$ cat src/core/mier_pkg.sv
/*
  Shared constants and types of the memory integrity event readout.
  Assumes a 32-bit APB register window with 12 address bits.
*/
package mier_pkg;

  // ------------------------------------------------------------
  // Register map
  // ------------------------------------------------------------
  localparam int          APB_AW   = 12;
  localparam logic [11:0] CTRL_OFS = 12'h000;
  localparam logic [11:0] STAT_OFS = 12'h004;
  localparam logic [11:0] INFO_OFS = 12'h008;
  localparam logic [11:0] IDX_OFS  = 12'h00c;

  // ------------------------------------------------------------
  // Field positions
  // ------------------------------------------------------------
  localparam int ACT_BIT    = 0;
  localparam int STAT_BUSY  = 0;
  localparam int STAT_IDLE  = 1;
  localparam int STAT_DET   = 2;
  localparam int STAT_WATCH = 3;
  localparam int STAT_PEND  = 4;
  localparam int INFO_ERR   = 31;
  localparam int INFO_COR   = 30;
  localparam int INFO_EOVF  = 29;
  localparam int INFO_COVF  = 28;
  localparam int ADDR_W     = 28;
  localparam int IDX_W      = 16;

  // ------------------------------------------------------------
  // Serial event frame: error, correction, address, index
  // ------------------------------------------------------------
  localparam int         FRM_LEN  = 2 + ADDR_W + IDX_W;
  localparam int         FRM_ERR  = FRM_LEN - 1;
  localparam int         FRM_COR  = FRM_LEN - 2;
  localparam int         CNT_W    = 6;
  localparam logic [5:0] CNT_LAST = 6'h2d;
  localparam logic [5:0] CNT_ZERO = 6'h00;

  // ------------------------------------------------------------
  // Reset values
  // ------------------------------------------------------------
  localparam logic [31:0] WORD_ZERO = 32'h00000000;

  typedef enum logic [2:0] {
    ST_REST    = 3'b000,
    ST_WATCH   = 3'b001,
    ST_CAPT    = 3'b010,
    ST_FETCH   = 3'b011,
    ST_TOWATCH = 3'b100,
    ST_TOREST  = 3'b101
  } mier_state_e;

endpackage : mier_pkg

$ cat src/core/mier_readout.sv
/*
  Memory integrity monitor readout: mode sequencer, serial event
  fetch from the memories and the APB register window.
  Assumes an APB master on sys_clk and memories that shift one event
  frame, first bit first, while fetchReq is high.
*/
`timescale 1ns/1ns

// Functional notes
// - Info and index valid only in capture
// - Bit 31 marks parity or uncorrectable
// - Bit 30 marks a successful correction
// - Repeated uncorrectable keeps newest, sets bit 29
// - Uncorrectable lost during transfer sets bit 29
// - Uncorrectable beats correction, bit 28 shows displacement
// - Bit 28 with correction means several corrections
// - Bit 28 alone means correction lost
// - Failing address sits in bits 27:0
// - Memory index in bits 15:0, from one
// - Transition_trigger bit starts transition, reads busy
// - Rest goes capture if pending, first watch
// - Capture repeats or watches, watch rests
// - Pending bit reads one only in watch
module mier_readout (
  input  wire logic                         sys_clk,
  input  wire logic                         nrst,
  input  wire logic                         psel,
  input  wire logic                         penable,
  input  wire logic                         pwrite,
  input  wire logic [mier_pkg::APB_AW-1:0]  paddr,
  input  wire logic [31:0]                  pwdata,
  output logic                              pready,
  output logic      [31:0]                  prdata,
  output logic                              pslverr,
  input  wire logic                         memPending,
  input  wire logic                         serValid,
  input  wire logic                         serData,
  input  wire logic                         indErr,
  input  wire logic                         indCor,
  output logic                              fetchReq
);

  typedef struct packed {
    mier_pkg::mier_state_e          st;
    logic                           seen;
    logic [mier_pkg::CNT_W-1:0]     cnt;
    logic [mier_pkg::FRM_LEN-1:0]   sh;
    logic                           fetch;
    logic                           done;
    logic                           clr;
    logic                           pready;
    logic                           pslverr;
    logic [31:0]                    prdata;
  } mier_ctl_s;

  mier_ctl_s r;
  mier_ctl_s n;

  logic [31:0]                 infoWord;
  logic [mier_pkg::IDX_W-1:0]  idxWord;
  logic                        busy;
  logic                        setup;
  logic                        access;
  logic                        act;
  logic [31:0]                 statWord;
  logic [31:0]                 rdWord;

  // ------------------------------------------------------------
  // Address decode
  // ------------------------------------------------------------
  function automatic logic mier_is_reg(input logic [mier_pkg::APB_AW-1:0] a,
                                       input logic [mier_pkg::APB_AW-1:0] ofs);
    mier_is_reg = (a == ofs);
  endfunction : mier_is_reg

  function automatic logic mier_mapped(input logic [mier_pkg::APB_AW-1:0] a);
    mier_mapped = mier_is_reg(a, mier_pkg::CTRL_OFS) || mier_is_reg(a, mier_pkg::STAT_OFS) ||
                  mier_is_reg(a, mier_pkg::INFO_OFS) || mier_is_reg(a, mier_pkg::IDX_OFS);
  endfunction : mier_mapped

  // ------------------------------------------------------------
  // Bus phases
  // ------------------------------------------------------------
  assign busy   = (r.st == mier_pkg::ST_FETCH) || (r.st == mier_pkg::ST_TOWATCH) ||
                  (r.st == mier_pkg::ST_TOREST);
  assign setup  = psel && !penable;
  assign access = psel && penable && r.pready;
  // Activation while already busy is dropped: the bit is one-shot
  assign act    = access && pwrite && mier_is_reg(paddr, mier_pkg::CTRL_OFS) &&
                  pwdata[mier_pkg::ACT_BIT] && !busy;

  always_comb begin
    statWord = mier_pkg::WORD_ZERO;
    statWord[mier_pkg::STAT_BUSY]  = busy;
    statWord[mier_pkg::STAT_IDLE]  = (r.st == mier_pkg::ST_REST);
    statWord[mier_pkg::STAT_DET]   = (r.st == mier_pkg::ST_CAPT);
    statWord[mier_pkg::STAT_WATCH] = (r.st == mier_pkg::ST_WATCH);
    statWord[mier_pkg::STAT_PEND]  = (r.st == mier_pkg::ST_WATCH) && memPending;
  end

  always_comb begin
    rdWord = mier_pkg::WORD_ZERO;
    if (mier_is_reg(paddr, mier_pkg::CTRL_OFS)) begin
      rdWord[mier_pkg::ACT_BIT] = busy;
    end else if (mier_is_reg(paddr, mier_pkg::STAT_OFS)) begin
      rdWord = statWord;
    end else if (mier_is_reg(paddr, mier_pkg::INFO_OFS)) begin
      // Stale record is hidden outside capture so software cannot misuse it
      rdWord = (r.st == mier_pkg::ST_CAPT) ? infoWord : mier_pkg::WORD_ZERO;
    end else if (mier_is_reg(paddr, mier_pkg::IDX_OFS)) begin
      if (r.st == mier_pkg::ST_CAPT) begin
        rdWord[mier_pkg::IDX_W-1:0] = idxWord;
      end
    end
  end

  // ------------------------------------------------------------
  // Sequencer, serial fetch and bus answer
  // ------------------------------------------------------------
  always_comb begin
    n      = r;
    n.done = 1'b0;
    n.clr  = 1'b0;

    // One wait-free access phase; a write lands at the access edge
    if (setup) begin
      n.pready  = 1'b1;
      n.pslverr = !mier_mapped(paddr);
      n.prdata  = pwrite ? mier_pkg::WORD_ZERO : rdWord;
    end else if (access) begin
      n.pready  = 1'b0;
      n.pslverr = 1'b0;
    end

    case (r.st)
      mier_pkg::ST_REST: begin
        if (act) begin
          n.seen = 1'b1;
          // The very first activation skips detection
          if (r.seen && memPending) begin
            n.st    = mier_pkg::ST_FETCH;
            n.fetch = 1'b1;
            n.cnt   = mier_pkg::CNT_ZERO;
          end else begin
            n.st = mier_pkg::ST_TOWATCH;
          end
        end
      end
      mier_pkg::ST_CAPT: begin
        if (act) begin
          if (memPending) begin
            n.st    = mier_pkg::ST_FETCH;
            n.fetch = 1'b1;
            n.cnt   = mier_pkg::CNT_ZERO;
          end else begin
            n.st = mier_pkg::ST_TOWATCH;
          end
        end
      end
      mier_pkg::ST_WATCH: begin
        if (act) begin
          n.st  = mier_pkg::ST_TOREST;
          n.clr = 1'b1;
        end
      end
      mier_pkg::ST_FETCH: begin
        if (r.done) begin
          n.st = mier_pkg::ST_CAPT;
        end else if (r.fetch && serValid) begin
          n.sh  = {r.sh[mier_pkg::FRM_LEN-2:0], serData};
          n.cnt = r.cnt + 6'h01;
          if (r.cnt == mier_pkg::CNT_LAST) begin
            n.fetch = 1'b0;
            n.done  = 1'b1;
          end
        end
      end
      mier_pkg::ST_TOWATCH: begin
        n.st = mier_pkg::ST_WATCH;
      end
      mier_pkg::ST_TOREST: begin
        n.st = mier_pkg::ST_REST;
      end
      default: begin
        n.st    = mier_pkg::ST_REST;
        n.fetch = 1'b0;
      end
    endcase
  end

  always_ff @(posedge sys_clk or negedge nrst) begin
    if (!nrst) begin
      r        <= '0;
      r.st     <= mier_pkg::ST_REST;
      r.prdata <= mier_pkg::WORD_ZERO;
    end else begin
      r <= n;
    end
  end

  // ------------------------------------------------------------
  // Event record
  // ------------------------------------------------------------
  mier_event_store u_store (
    .sys_clk (sys_clk),
    .nrst    (nrst),
    .clr     (r.clr),
    .frm     (r.done),
    .frmErr  (r.sh[mier_pkg::FRM_ERR]),
    .frmCor  (r.sh[mier_pkg::FRM_COR]),
    .frmAddr (r.sh[mier_pkg::IDX_W +: mier_pkg::ADDR_W]),
    .frmIdx  (r.sh[mier_pkg::IDX_W-1:0]),
    .xfer    (r.fetch),
    .indErr  (indErr),
    .indCor  (indCor),
    .info    (infoWord),
    .idx     (idxWord)
  );

  assign pready   = r.pready;
  assign prdata   = r.prdata;
  assign pslverr  = r.pslverr;
  assign fetchReq = r.fetch;

  // ------------------------------------------------------------
  // Checks
  // ------------------------------------------------------------
  AST_INFO_GATE: assert property (@(posedge sys_clk) disable iff (!nrst)
    setup && !pwrite && paddr == mier_pkg::INFO_OFS && r.st != mier_pkg::ST_CAPT |=> prdata == 32'h00000000)
    else $error("event info visible outside capture");
  AST_BUSY_BIT: assert property (@(posedge sys_clk) disable iff (!nrst)
    act |=> busy)
    else $error("activation did not report busy");
  AST_FIRST_WATCH: assert property (@(posedge sys_clk) disable iff (!nrst)
    act && r.st == mier_pkg::ST_REST && !r.seen |=> r.st == mier_pkg::ST_TOWATCH ##1 r.st == mier_pkg::ST_WATCH)
    else $error("first activation did not go to watch");
  AST_CAPT_PEND: assert property (@(posedge sys_clk) disable iff (!nrst)
    act && r.st == mier_pkg::ST_REST && r.seen && memPending |=> fetchReq && r.st == mier_pkg::ST_FETCH)
    else $error("pending event not fetched");
  AST_WATCH_REST: assert property (@(posedge sys_clk) disable iff (!nrst)
    act && r.st == mier_pkg::ST_WATCH |=> ##1 statWord[1] && !busy)
    else $error("watch did not return to rest");
  AST_PEND_STAT: assert property (@(posedge sys_clk) disable iff (!nrst)
    r.st != mier_pkg::ST_WATCH |-> !statWord[4])
    else $error("pending bit outside watch");
  AST_FETCH_DONE: assert property (@(posedge sys_clk) disable iff (!nrst)
    $fell(fetchReq) && r.st == mier_pkg::ST_FETCH |=> r.st == mier_pkg::ST_CAPT && statWord[2])
    else $error("completed frame did not enter capture");
  COV_CAPT: cover property (@(posedge sys_clk) disable iff (!nrst) r.st == mier_pkg::ST_CAPT);
  COV_RECAPT: cover property (@(posedge sys_clk) disable iff (!nrst)
    act && r.st == mier_pkg::ST_CAPT && memPending);
  COV_REST: cover property (@(posedge sys_clk) disable iff (!nrst) act && r.st == mier_pkg::ST_WATCH);

endmodule : mier_readout

$ cat src/core/mier_event_store.sv
/*
  Recorded event of the integrity monitor with its overflow bookkeeping.
  Assumes complete frames arrive as one-cycle strobes and indication
  pulses are synchronous to sys_clk.
*/
`timescale 1ns/1ns
module mier_event_store (
  input  wire logic                        sys_clk,
  input  wire logic                        nrst,
  input  wire logic                        clr,
  input  wire logic                        frm,
  input  wire logic                        frmErr,
  input  wire logic                        frmCor,
  input  wire logic [mier_pkg::ADDR_W-1:0] frmAddr,
  input  wire logic [mier_pkg::IDX_W-1:0]  frmIdx,
  input  wire logic                        xfer,
  input  wire logic                        indErr,
  input  wire logic                        indCor,
  output logic      [31:0]                 info,
  output logic      [mier_pkg::IDX_W-1:0]  idx
);

  typedef struct packed {
    logic [31:0]                info;
    logic [mier_pkg::IDX_W-1:0] idx;
  } mier_store_s;

  mier_store_s r;
  mier_store_s n;

  // ------------------------------------------------------------
  // Next record
  // ------------------------------------------------------------
  always_comb begin
    n = r;
    if (clr) begin
      n = '0;
    end
    if (frm) begin
      if (frmErr) begin
        if (r.info[mier_pkg::INFO_ERR]) begin
          n.info[mier_pkg::INFO_EOVF] = 1'b1;
        end
        if (r.info[mier_pkg::INFO_COR]) begin
          n.info[mier_pkg::INFO_COVF] = 1'b1;
        end
        n.info[mier_pkg::INFO_ERR] = 1'b1;
        n.info[mier_pkg::INFO_COR] = 1'b0;
        n.info[mier_pkg::ADDR_W-1:0] = frmAddr;
        n.idx = frmIdx;
      end else if (frmCor) begin
        if (r.info[mier_pkg::INFO_ERR]) begin
          n.info[mier_pkg::INFO_COVF] = 1'b1;
        end else begin
          // Newest correction wins the address slot
          n.info[mier_pkg::INFO_COVF] = n.info[mier_pkg::INFO_COVF] | r.info[mier_pkg::INFO_COR];
          n.info[mier_pkg::INFO_COR] = 1'b1;
          n.info[mier_pkg::ADDR_W-1:0] = frmAddr;
          n.idx = frmIdx;
        end
      end
    end
    // Set wins over the clear: a lost event must never vanish
    if (xfer && indErr) begin
      n.info[mier_pkg::INFO_EOVF] = 1'b1;
    end
    if (xfer && indCor) begin
      n.info[mier_pkg::INFO_COVF] = 1'b1;
    end
  end

  always_ff @(posedge sys_clk or negedge nrst) begin
    if (!nrst) begin
      r <= '0;
    end else begin
      r <= n;
    end
  end

  assign info = r.info;
  assign idx  = r.idx;

  // ------------------------------------------------------------
  // Checks
  // ------------------------------------------------------------
  AST_ERR_SET: assert property (@(posedge sys_clk) disable iff (!nrst)
    frm && frmErr |=> info[31] && info[27:0] == $past(frmAddr))
    else $error("uncorrectable frame not recorded");
  AST_EOVF: assert property (@(posedge sys_clk) disable iff (!nrst)
    frm && frmErr && info[31] && !clr |=> info[29] && info[31])
    else $error("repeated uncorrectable event without overflow");
  AST_XFER_OVF: assert property (@(posedge sys_clk) disable iff (!nrst)
    xfer && indErr |=> info[29])
    else $error("lost uncorrectable event not flagged");
  AST_COR_DROP: assert property (@(posedge sys_clk) disable iff (!nrst)
    frm && frmCor && !frmErr && info[31] && !clr |=> info[28] && $stable(info[27:0]))
    else $error("correction displaced an uncorrectable record");
  AST_COR_SET: assert property (@(posedge sys_clk) disable iff (!nrst)
    frm && frmCor && !frmErr && !info[31] && !clr |=> info[30] && idx == $past(frmIdx))
    else $error("correction not recorded");
  COV_EOVF: cover property (@(posedge sys_clk) disable iff (!nrst) info[31] && info[29]);

endmodule : mier_event_store

$ cat config.mk
export PLATFORM = sky130hd
export DESIGN_NAME = mier_readout
export DESIGN_NICKNAME = d
export VERILOG_FILES = /design/src/core/mier_pkg.sv /design/src/core/mier_readout.sv /design/src/core/mier_event_store.sv
export SDC_FILE = /design/constraint.sdc
export NUM_CORES = 1
export LEC_CHECK = 0
export ABC_AREA = 1
export BUFFER_PORTS_ARGS = -buffer_cell sky130_fd_sc_hd__buf_2
export CAP_MARGIN = 10
export CORE_MARGIN = 2
export CORE_UTILIZATION = 55
export DETAILED_ROUTE_END_ITERATION = 8
export MAX_ROUTING_LAYER = met4
export PLACE_DENSITY = 0.86
export SLEW_MARGIN = 0
export SYNTH_ARGS = -nofsm -noshare
export SYNTH_HDL_FRONTEND = slang
export SYNTH_SLANG_ARGS = --single-unit
$ cat constraint.sdc
create_clock -name sys_clk -period 1.5 [get_ports sys_clk]
set_input_delay 0.3 -clock sys_clk [delete_from_list [all_inputs] [get_ports sys_clk]]
set_output_delay 0.3 -clock sys_clk [all_outputs]
set_load 0.02 [all_outputs]
# After elaboration in Yosys (flattened, before gate mapping)
# Cells that the tools add are included.
# word_totals
inputBits,54
elab_cells,112
regBits,141
output_inout_bits,35
# op_classes
addsub,1
eq_ne,18
mux,48
reduce_logical,30
n_bitwise,3
# op_table
op,n
two-way mux 54 bit,2
two-way mux 32 bit,3
two-way mux 48 bit,2
two-way mux 45 bit,2
two-way mux 16 bit,4
two-way mux 44 bit,1
two-way mux 31 bit,1
equality test 12 x 4 -> 1 bit (second input constant),2
two-way mux 1 bit,18
two-way mux 6 bit,3
one-hot mux 6 bit (3 select lines),1
two-way mux 3 bit,5
one-hot mux 3 bit (5 select lines),1
equality test 12 x 3 -> 1 bit (second input constant),1
logical AND 1 bit,12
logical NOT 12 bit,1
inequality test 2 bit (second input constant),6
two-way mux 10 bit,1
AND reduction 8 bit,1
AND reduction 7 bit,1
adder 6 x 1 -> 6 bit (second input constant),1
equality test 3 x 2 -> 1 bit (second input constant),2
equality test 3 bit (second input constant),2
equality test 6 bit (second input constant),1
15 further kinds,26

# Longest topological paths before layout
# depth
ltp_word,8
mapped_depth,10
ltp_nobuf,10

# Modules after synthesis
# A second synthesis with hierarchy kept.
# unflattened
cells_unflattened,890
hier_area_um2,7096.8
# by_module_without_submodules
mod,seq_area_each_um2,cells_per_inst,area_each_um2,instances
mier_readout,2327.2,579,4692.0,1
mier_event_store,1201.2,311,2404.8,1

# Worst setup path before layout
# No wires, ideal clock.
# synth_timing
path_type,register -> register
startpoint,register r[92] (netlist bit)
endpoint,"register, netlist name prdata[30]"
n_path_buf,1
t_required_ns,1.426
period_less_slack_ns,1.398
slack_ns,0.102
setup_ns,0.074
arrival_ns,1.324
path_stages_with_launch,8
cell_sequence,dfrtp_1 -> nor2_2 -> inv_2 -> nor2_8 -> and2_4 -> nand3_4 -> buf_6 -> o21ai_2
# synth_via
elab_chain_len,6
# synth_lines
element,line,source
start: declaration,mier_readout.sv:56,mier_ctl_s r;
start signal: assignment,mier_readout.sv:197,r <= n;
equality test 3 x 2 -> 1 bit,mier_readout.sv:109,rdWord = (r.st == mier_pkg::ST_CAPT) ? infoWord : mier_pkg::WORD_ZERO;
two-way mux 32 bit,mier_readout.sv:109,
two-way mux 16 bit,mier_readout.sv:107,"end else if (mier_is_reg(paddr, mier_pkg::INFO_OFS)) begin"
two-way mux 32 bit,mier_readout.sv:105,"end else if (mier_is_reg(paddr, mier_pkg::STAT_OFS)) begin"
two-way mux 31 bit,mier_readout.sv:103,"if (mier_is_reg(paddr, mier_pkg::CTRL_OFS)) begin"
two-way mux 32 bit,mier_readout.sv:129,n.prdata = pwrite ? mier_pkg::WORD_ZERO : rdWord;
# No other way between the ends.
# A chain may end at the register's enable or synchronous reset.

# Final worst setup path
# layout_timing
startpoint,register r[91] (netlist bit)
endpoint,register r[90] (netlist bit)
# layout_via
elab_chain_len,7
word_cells_on_any_way,16
classes_between,eq/ne: 9; mux: 1; reduce/logical: 6
# layout_lines
element,line,source
equality test 3 x 2 -> 1 bit / equality test 3 bit (equally long branches),"mier_readout.sv:84, mier_readout.sv:135",
logical OR 1 bit (2 in a row),mier_readout.sv:84,assign busy = (r.st == mier_pkg::ST_FETCH) || (r.st == mier_pkg::ST_TOWATCH) ||
logical NOT 1 bit,mier_readout.sv:90,pwdata[mier_pkg::ACT_BIT] && !busy;
logical AND 1 bit,mier_readout.sv:90,
inequality test 2 bit (no source line),n/a,
AND reduction 4 bit (no source line),n/a,
# Parallel ways exist; a longest one is shown, timed or not.

==> impl_metrics.py <==
metrics = {
    "final_layout": {
        "register_area_um2": 3530,
        "areaGrowthSynthToFinish_pct": 18.3,
        "fin_util": 0.667,
        "n_fill_cell": 880,
        "antenna_cells": 0,
        "fin_nets": 839,
        "drive_above_1_share": 0.229,
        "fin_area_um2": 7610,
        "multi_input_area_um2": 2270,
    },
    "grt": {
        "grt_antenna_before_repair": 0,
        "first_global_vias": 5052,
        "grt_start_max_net_pins": 73,
        "grt_pass1_wl_mm": 23.4,
        "overflow": 0,
        "grt_usage": 0.239,
    },
    "route": {
        "drt_iter0_markers": 460,
        "antenna_left": 0,
        "drc_errors": 0,
        "firstDrtPassIters": 5,
        "dr_total_vias": 4976,
        "wl_per_cell_um": 14.6,
        "via_per_inst": 5.30,
        "routed_wl_mm": 13.8,
    },
    "critical_path": {
        "crit_top_cell": "nand2_1",
        "crit_fanout": 8,
        "cpMaxStageDelayCell": "dfrtp_2",
        "critPathKind": "flop to flop",
        "r2r_cells": 10,
        "r2r-end": "r[90]",
        "worstPathArrival_ns": 1.83,
        "r2r_slack_ns": 0.02,
        "worst-path-buf-inv": 1,
        "cp_top_family": "simple AND/OR/NAND/NOR gates",
        "max_stage_delay_ns": 0.49,
        "end_kind": "flop",
        "start_kind": "flop",
        "critPathRequiredTime_ns": 1.85,
        "r2r_start": "r[91]",
        "path_cells": "buf_6 > nand2_4 > nor2_4 > nor2_2 > nand3_1 > nor2_2 > nand3_2 > nand2_1 > nand2_1 > nand2_1",
    },
    "clock_network": {
        "clock_sinks": 141,
        "ctsLongestPathBuffers": 2,
        "clkSlewWorstSetupHoldPaths_ns": 0.06,
        "clkLatencyLatePin_ns": 0.42,
        "cts_max_level": 4,
        "cts_tree": "built",
        "cts_buffers": 17,
        "cts_root_buffer": "clkbuf_16",
    },
    "timing": {
        "finalSetupViolations": 0,
        "hold_ws_ns": 0.130,
        "finalCriticalPeriod_ns": 1.48,
        "skew_ns": 0.00742,
        "drv_slew": 0,
        "max_freq_mhz": 675,
        "layout_worst_path_cycle_share": 0.987,
        "relSlewSlack": 0.716,
        "hold_violations": 0,
        "rsz0062_at_grt": "true",
        "tightest_slew_ns": 0.426,
    },
    "yosys": {
        "ys_warn_count": 0,
        "synth-simple-area-share": 0.189,
        "synth_compound_area_frac": 0.142,
        "synth_top_family_by_area": "simple AND/OR/NAND/NOR gates",
        "yosys.area.top_type_share": 0.548,
        "ys_seq_area_frac": 0.548,
        "syn_nets": 787,
        "synth_cells": 731,
        "synth.most_common_cell": "nand2_1",
        "synth_fa_ha_area_frac": 0.00389,
        "synthesis.area_um2": 6430,
        "ys.flop_type": "dfrtp_1",
        "avgSynthCellArea_um2": 8.80,
        "ys_seq_elements": 141,
        "muxShareOfSynthArea": 0,
        "synthXorXnorAreaFrac": 0.00408,
        "synthDistinctLibCells": 38,
        "synth_common_cells": "151 x nand2_1, 141 x dfrtp_1, 83 x o21ai_0",
        "synth_area_leaders": "dfrtp_1 55%, nand2_1 8.8%, o21ai_0 6.5%",
        "synth-edff-count": 0,
        "synth_top_area_cell": "dfrtp_1",
        "async_flop_share": 1.00,
    },
    "hold_path": {
        "min_path_type": "primary input to flop",
        "hold_depth": 3,
        "min-delay-start": "indCor",
        "hold_end": "u_store.info[28]",
    },
    "placed_design": {
        "hpwl_mm": 8.69,
        "place_area_um2": 6880,
        "port_buffers": 57,
        "gp_congestion": 0.904,
    },
    "floorplan": {
        "die_h_um": 112,
        "boundaryPins": 89,
        "die_x_um": 112,
        "coreArea_um2": 11400,
        "die_area_um2": 12600,
        "num_rows": 39,
        "initial_utilization": 0.564,
    },
    "power_and_ir_drop": {
        "p_leak_nw": 3.54,
        "p_per_area_nw_per_um2": 1060,
        "p_total_mw": 8.08,
        "ir_drop_mv": 0.906,
    },
    "run_status": {
        "status": "finished, final reports clean",
    },
    "flow_run": {
        "drv_cap": 0,
    },
}
state kept, by name, summed over array words and instances, names as in the netlist:
register and cells:
prdata 32, pslverr 1, r 58, u_store.idx 16, pready 1, u_store.info 32, fetchReq 1
layer usage:
layer	up-vias	GRT usage	share of wire
li1	2450	-	-
met1	2382	0.301	0.44
met2	123	0.381	0.49
met3	21	0.0594	0.048
met4	0	0.0813	0.017
met5	-	-	0
layout make-up:
cell class / count / area share
clock buffers: 18 / 0.0577
repair inverters: 1 / 0.000658
repair buffers: 97 / 0.0944
clock inverters: 14 / 0.0178
well taps: 143 / 0.0235
multi-input cells: 438 / 0.298
flip-flops and latches: 141 / 0.464
inverters: 87 / 0.0436
kinds of logic (layout without fill, tap and decap cells):
logic type                 count (synthesis)  after routing
AOI/OAI and AO/OA                        164            164
xor gates and xnor gates                   3              3
adders and majority gates                  2              2
buffers and inverters                    152            217
DFF                                      141            141
and+or+nand+nor                          269            269
stage by stage:
| step | worst slack (ns) | setup TNS (ns) | std cells |
|---|---|---|---|
| after floorplan | 0.102 | 0 | 731 |
| after global placement | -0.0704 | -0.301 | 899 |
| after detailed placement | -0.118 | -1.03 | 899 |
| after CTS | 0.0266 | 0 | 932 |
| after global routing | -0.0909 | -0.755 | 939 |
| final | 0.0190 | 0 | 939 |
how the worst max path moves through the flow:
stage              start          endpoint  slack, ns  cells past startpoint
2_1_floorplan      r[92]        prdata[30]       0.10                      7
3_3_place_gp   paddr[11]         prdata[0]      -0.07                     10
3_5_place_dp    paddr[9]         prdata[0]      -0.12                     10
4_1_cts            r[35]  u_store.info[26]       0.03                      6
5_1_grt            r[91]             r[90]      -0.09                     10
6_report           r[91]             r[90]       0.02                     10
where the power goes:
| part | total (mW) | switching [mW] | internal, mW |
|---|---|---|---|
| Sequential | 3.81 | 0.00320 | 3.81 |
| Combinational | 0.246 | 0.165 | 0.0809 |
| Clock | 4.02 | 1.67 | 2.35 |
| Total | 8.08 | 1.84 | 6.24 |
what timing repair did:
| action | CTS | global route |
|---|---|---|
| pin swaps | 0 | 11 |
| cloned | 0 | 1 |
| resized for setup | 3 | 27 |
| endpoints found under the setup margin | 6 | 36 |
| hold buffers | 1 | 0 |
| setup buffers | 0 | 6 |
| endpoints found under the hold margin | 37 | 0 |
worst register-to-register path, delay by kind of cell, from the launching register on:
kind	cells	cell delay (ns)
DFF	1	0.49
and+or+nand+nor	9	0.76
buffers and inverters	1	0.15
cells in the final DEF (no fill, tap or decap), drive strengths merged:
| cell | count |
|---|---|
| nor3 | 3 |
| clkinvlp | 5 |
| o221ai | 1 |
| inv | 89 |
| and2 | 1 |
| nor3b | 2 |
| buf | 96 |
| nand3b | 3 |
| bufinv | 1 |
| o2111ai | 1 |
| clkbuf | 18 |
| o21ai | 141 |
| a21oi | 5 |
| or2 | 1 |
| nand2 | 153 |
| xor2 | 3 |
| dlygate4sd3 | 1 |
| nor2 | 35 |
| clkinv | 7 |
| o21bai | 1 |
| o211ai | 14 |
| a21boi | 1 |
| ha | 2 |
| nand4 | 4 |
| dfrtp | 141 |
| nand3 | 67 |
(Power assumes the default switching activity.)
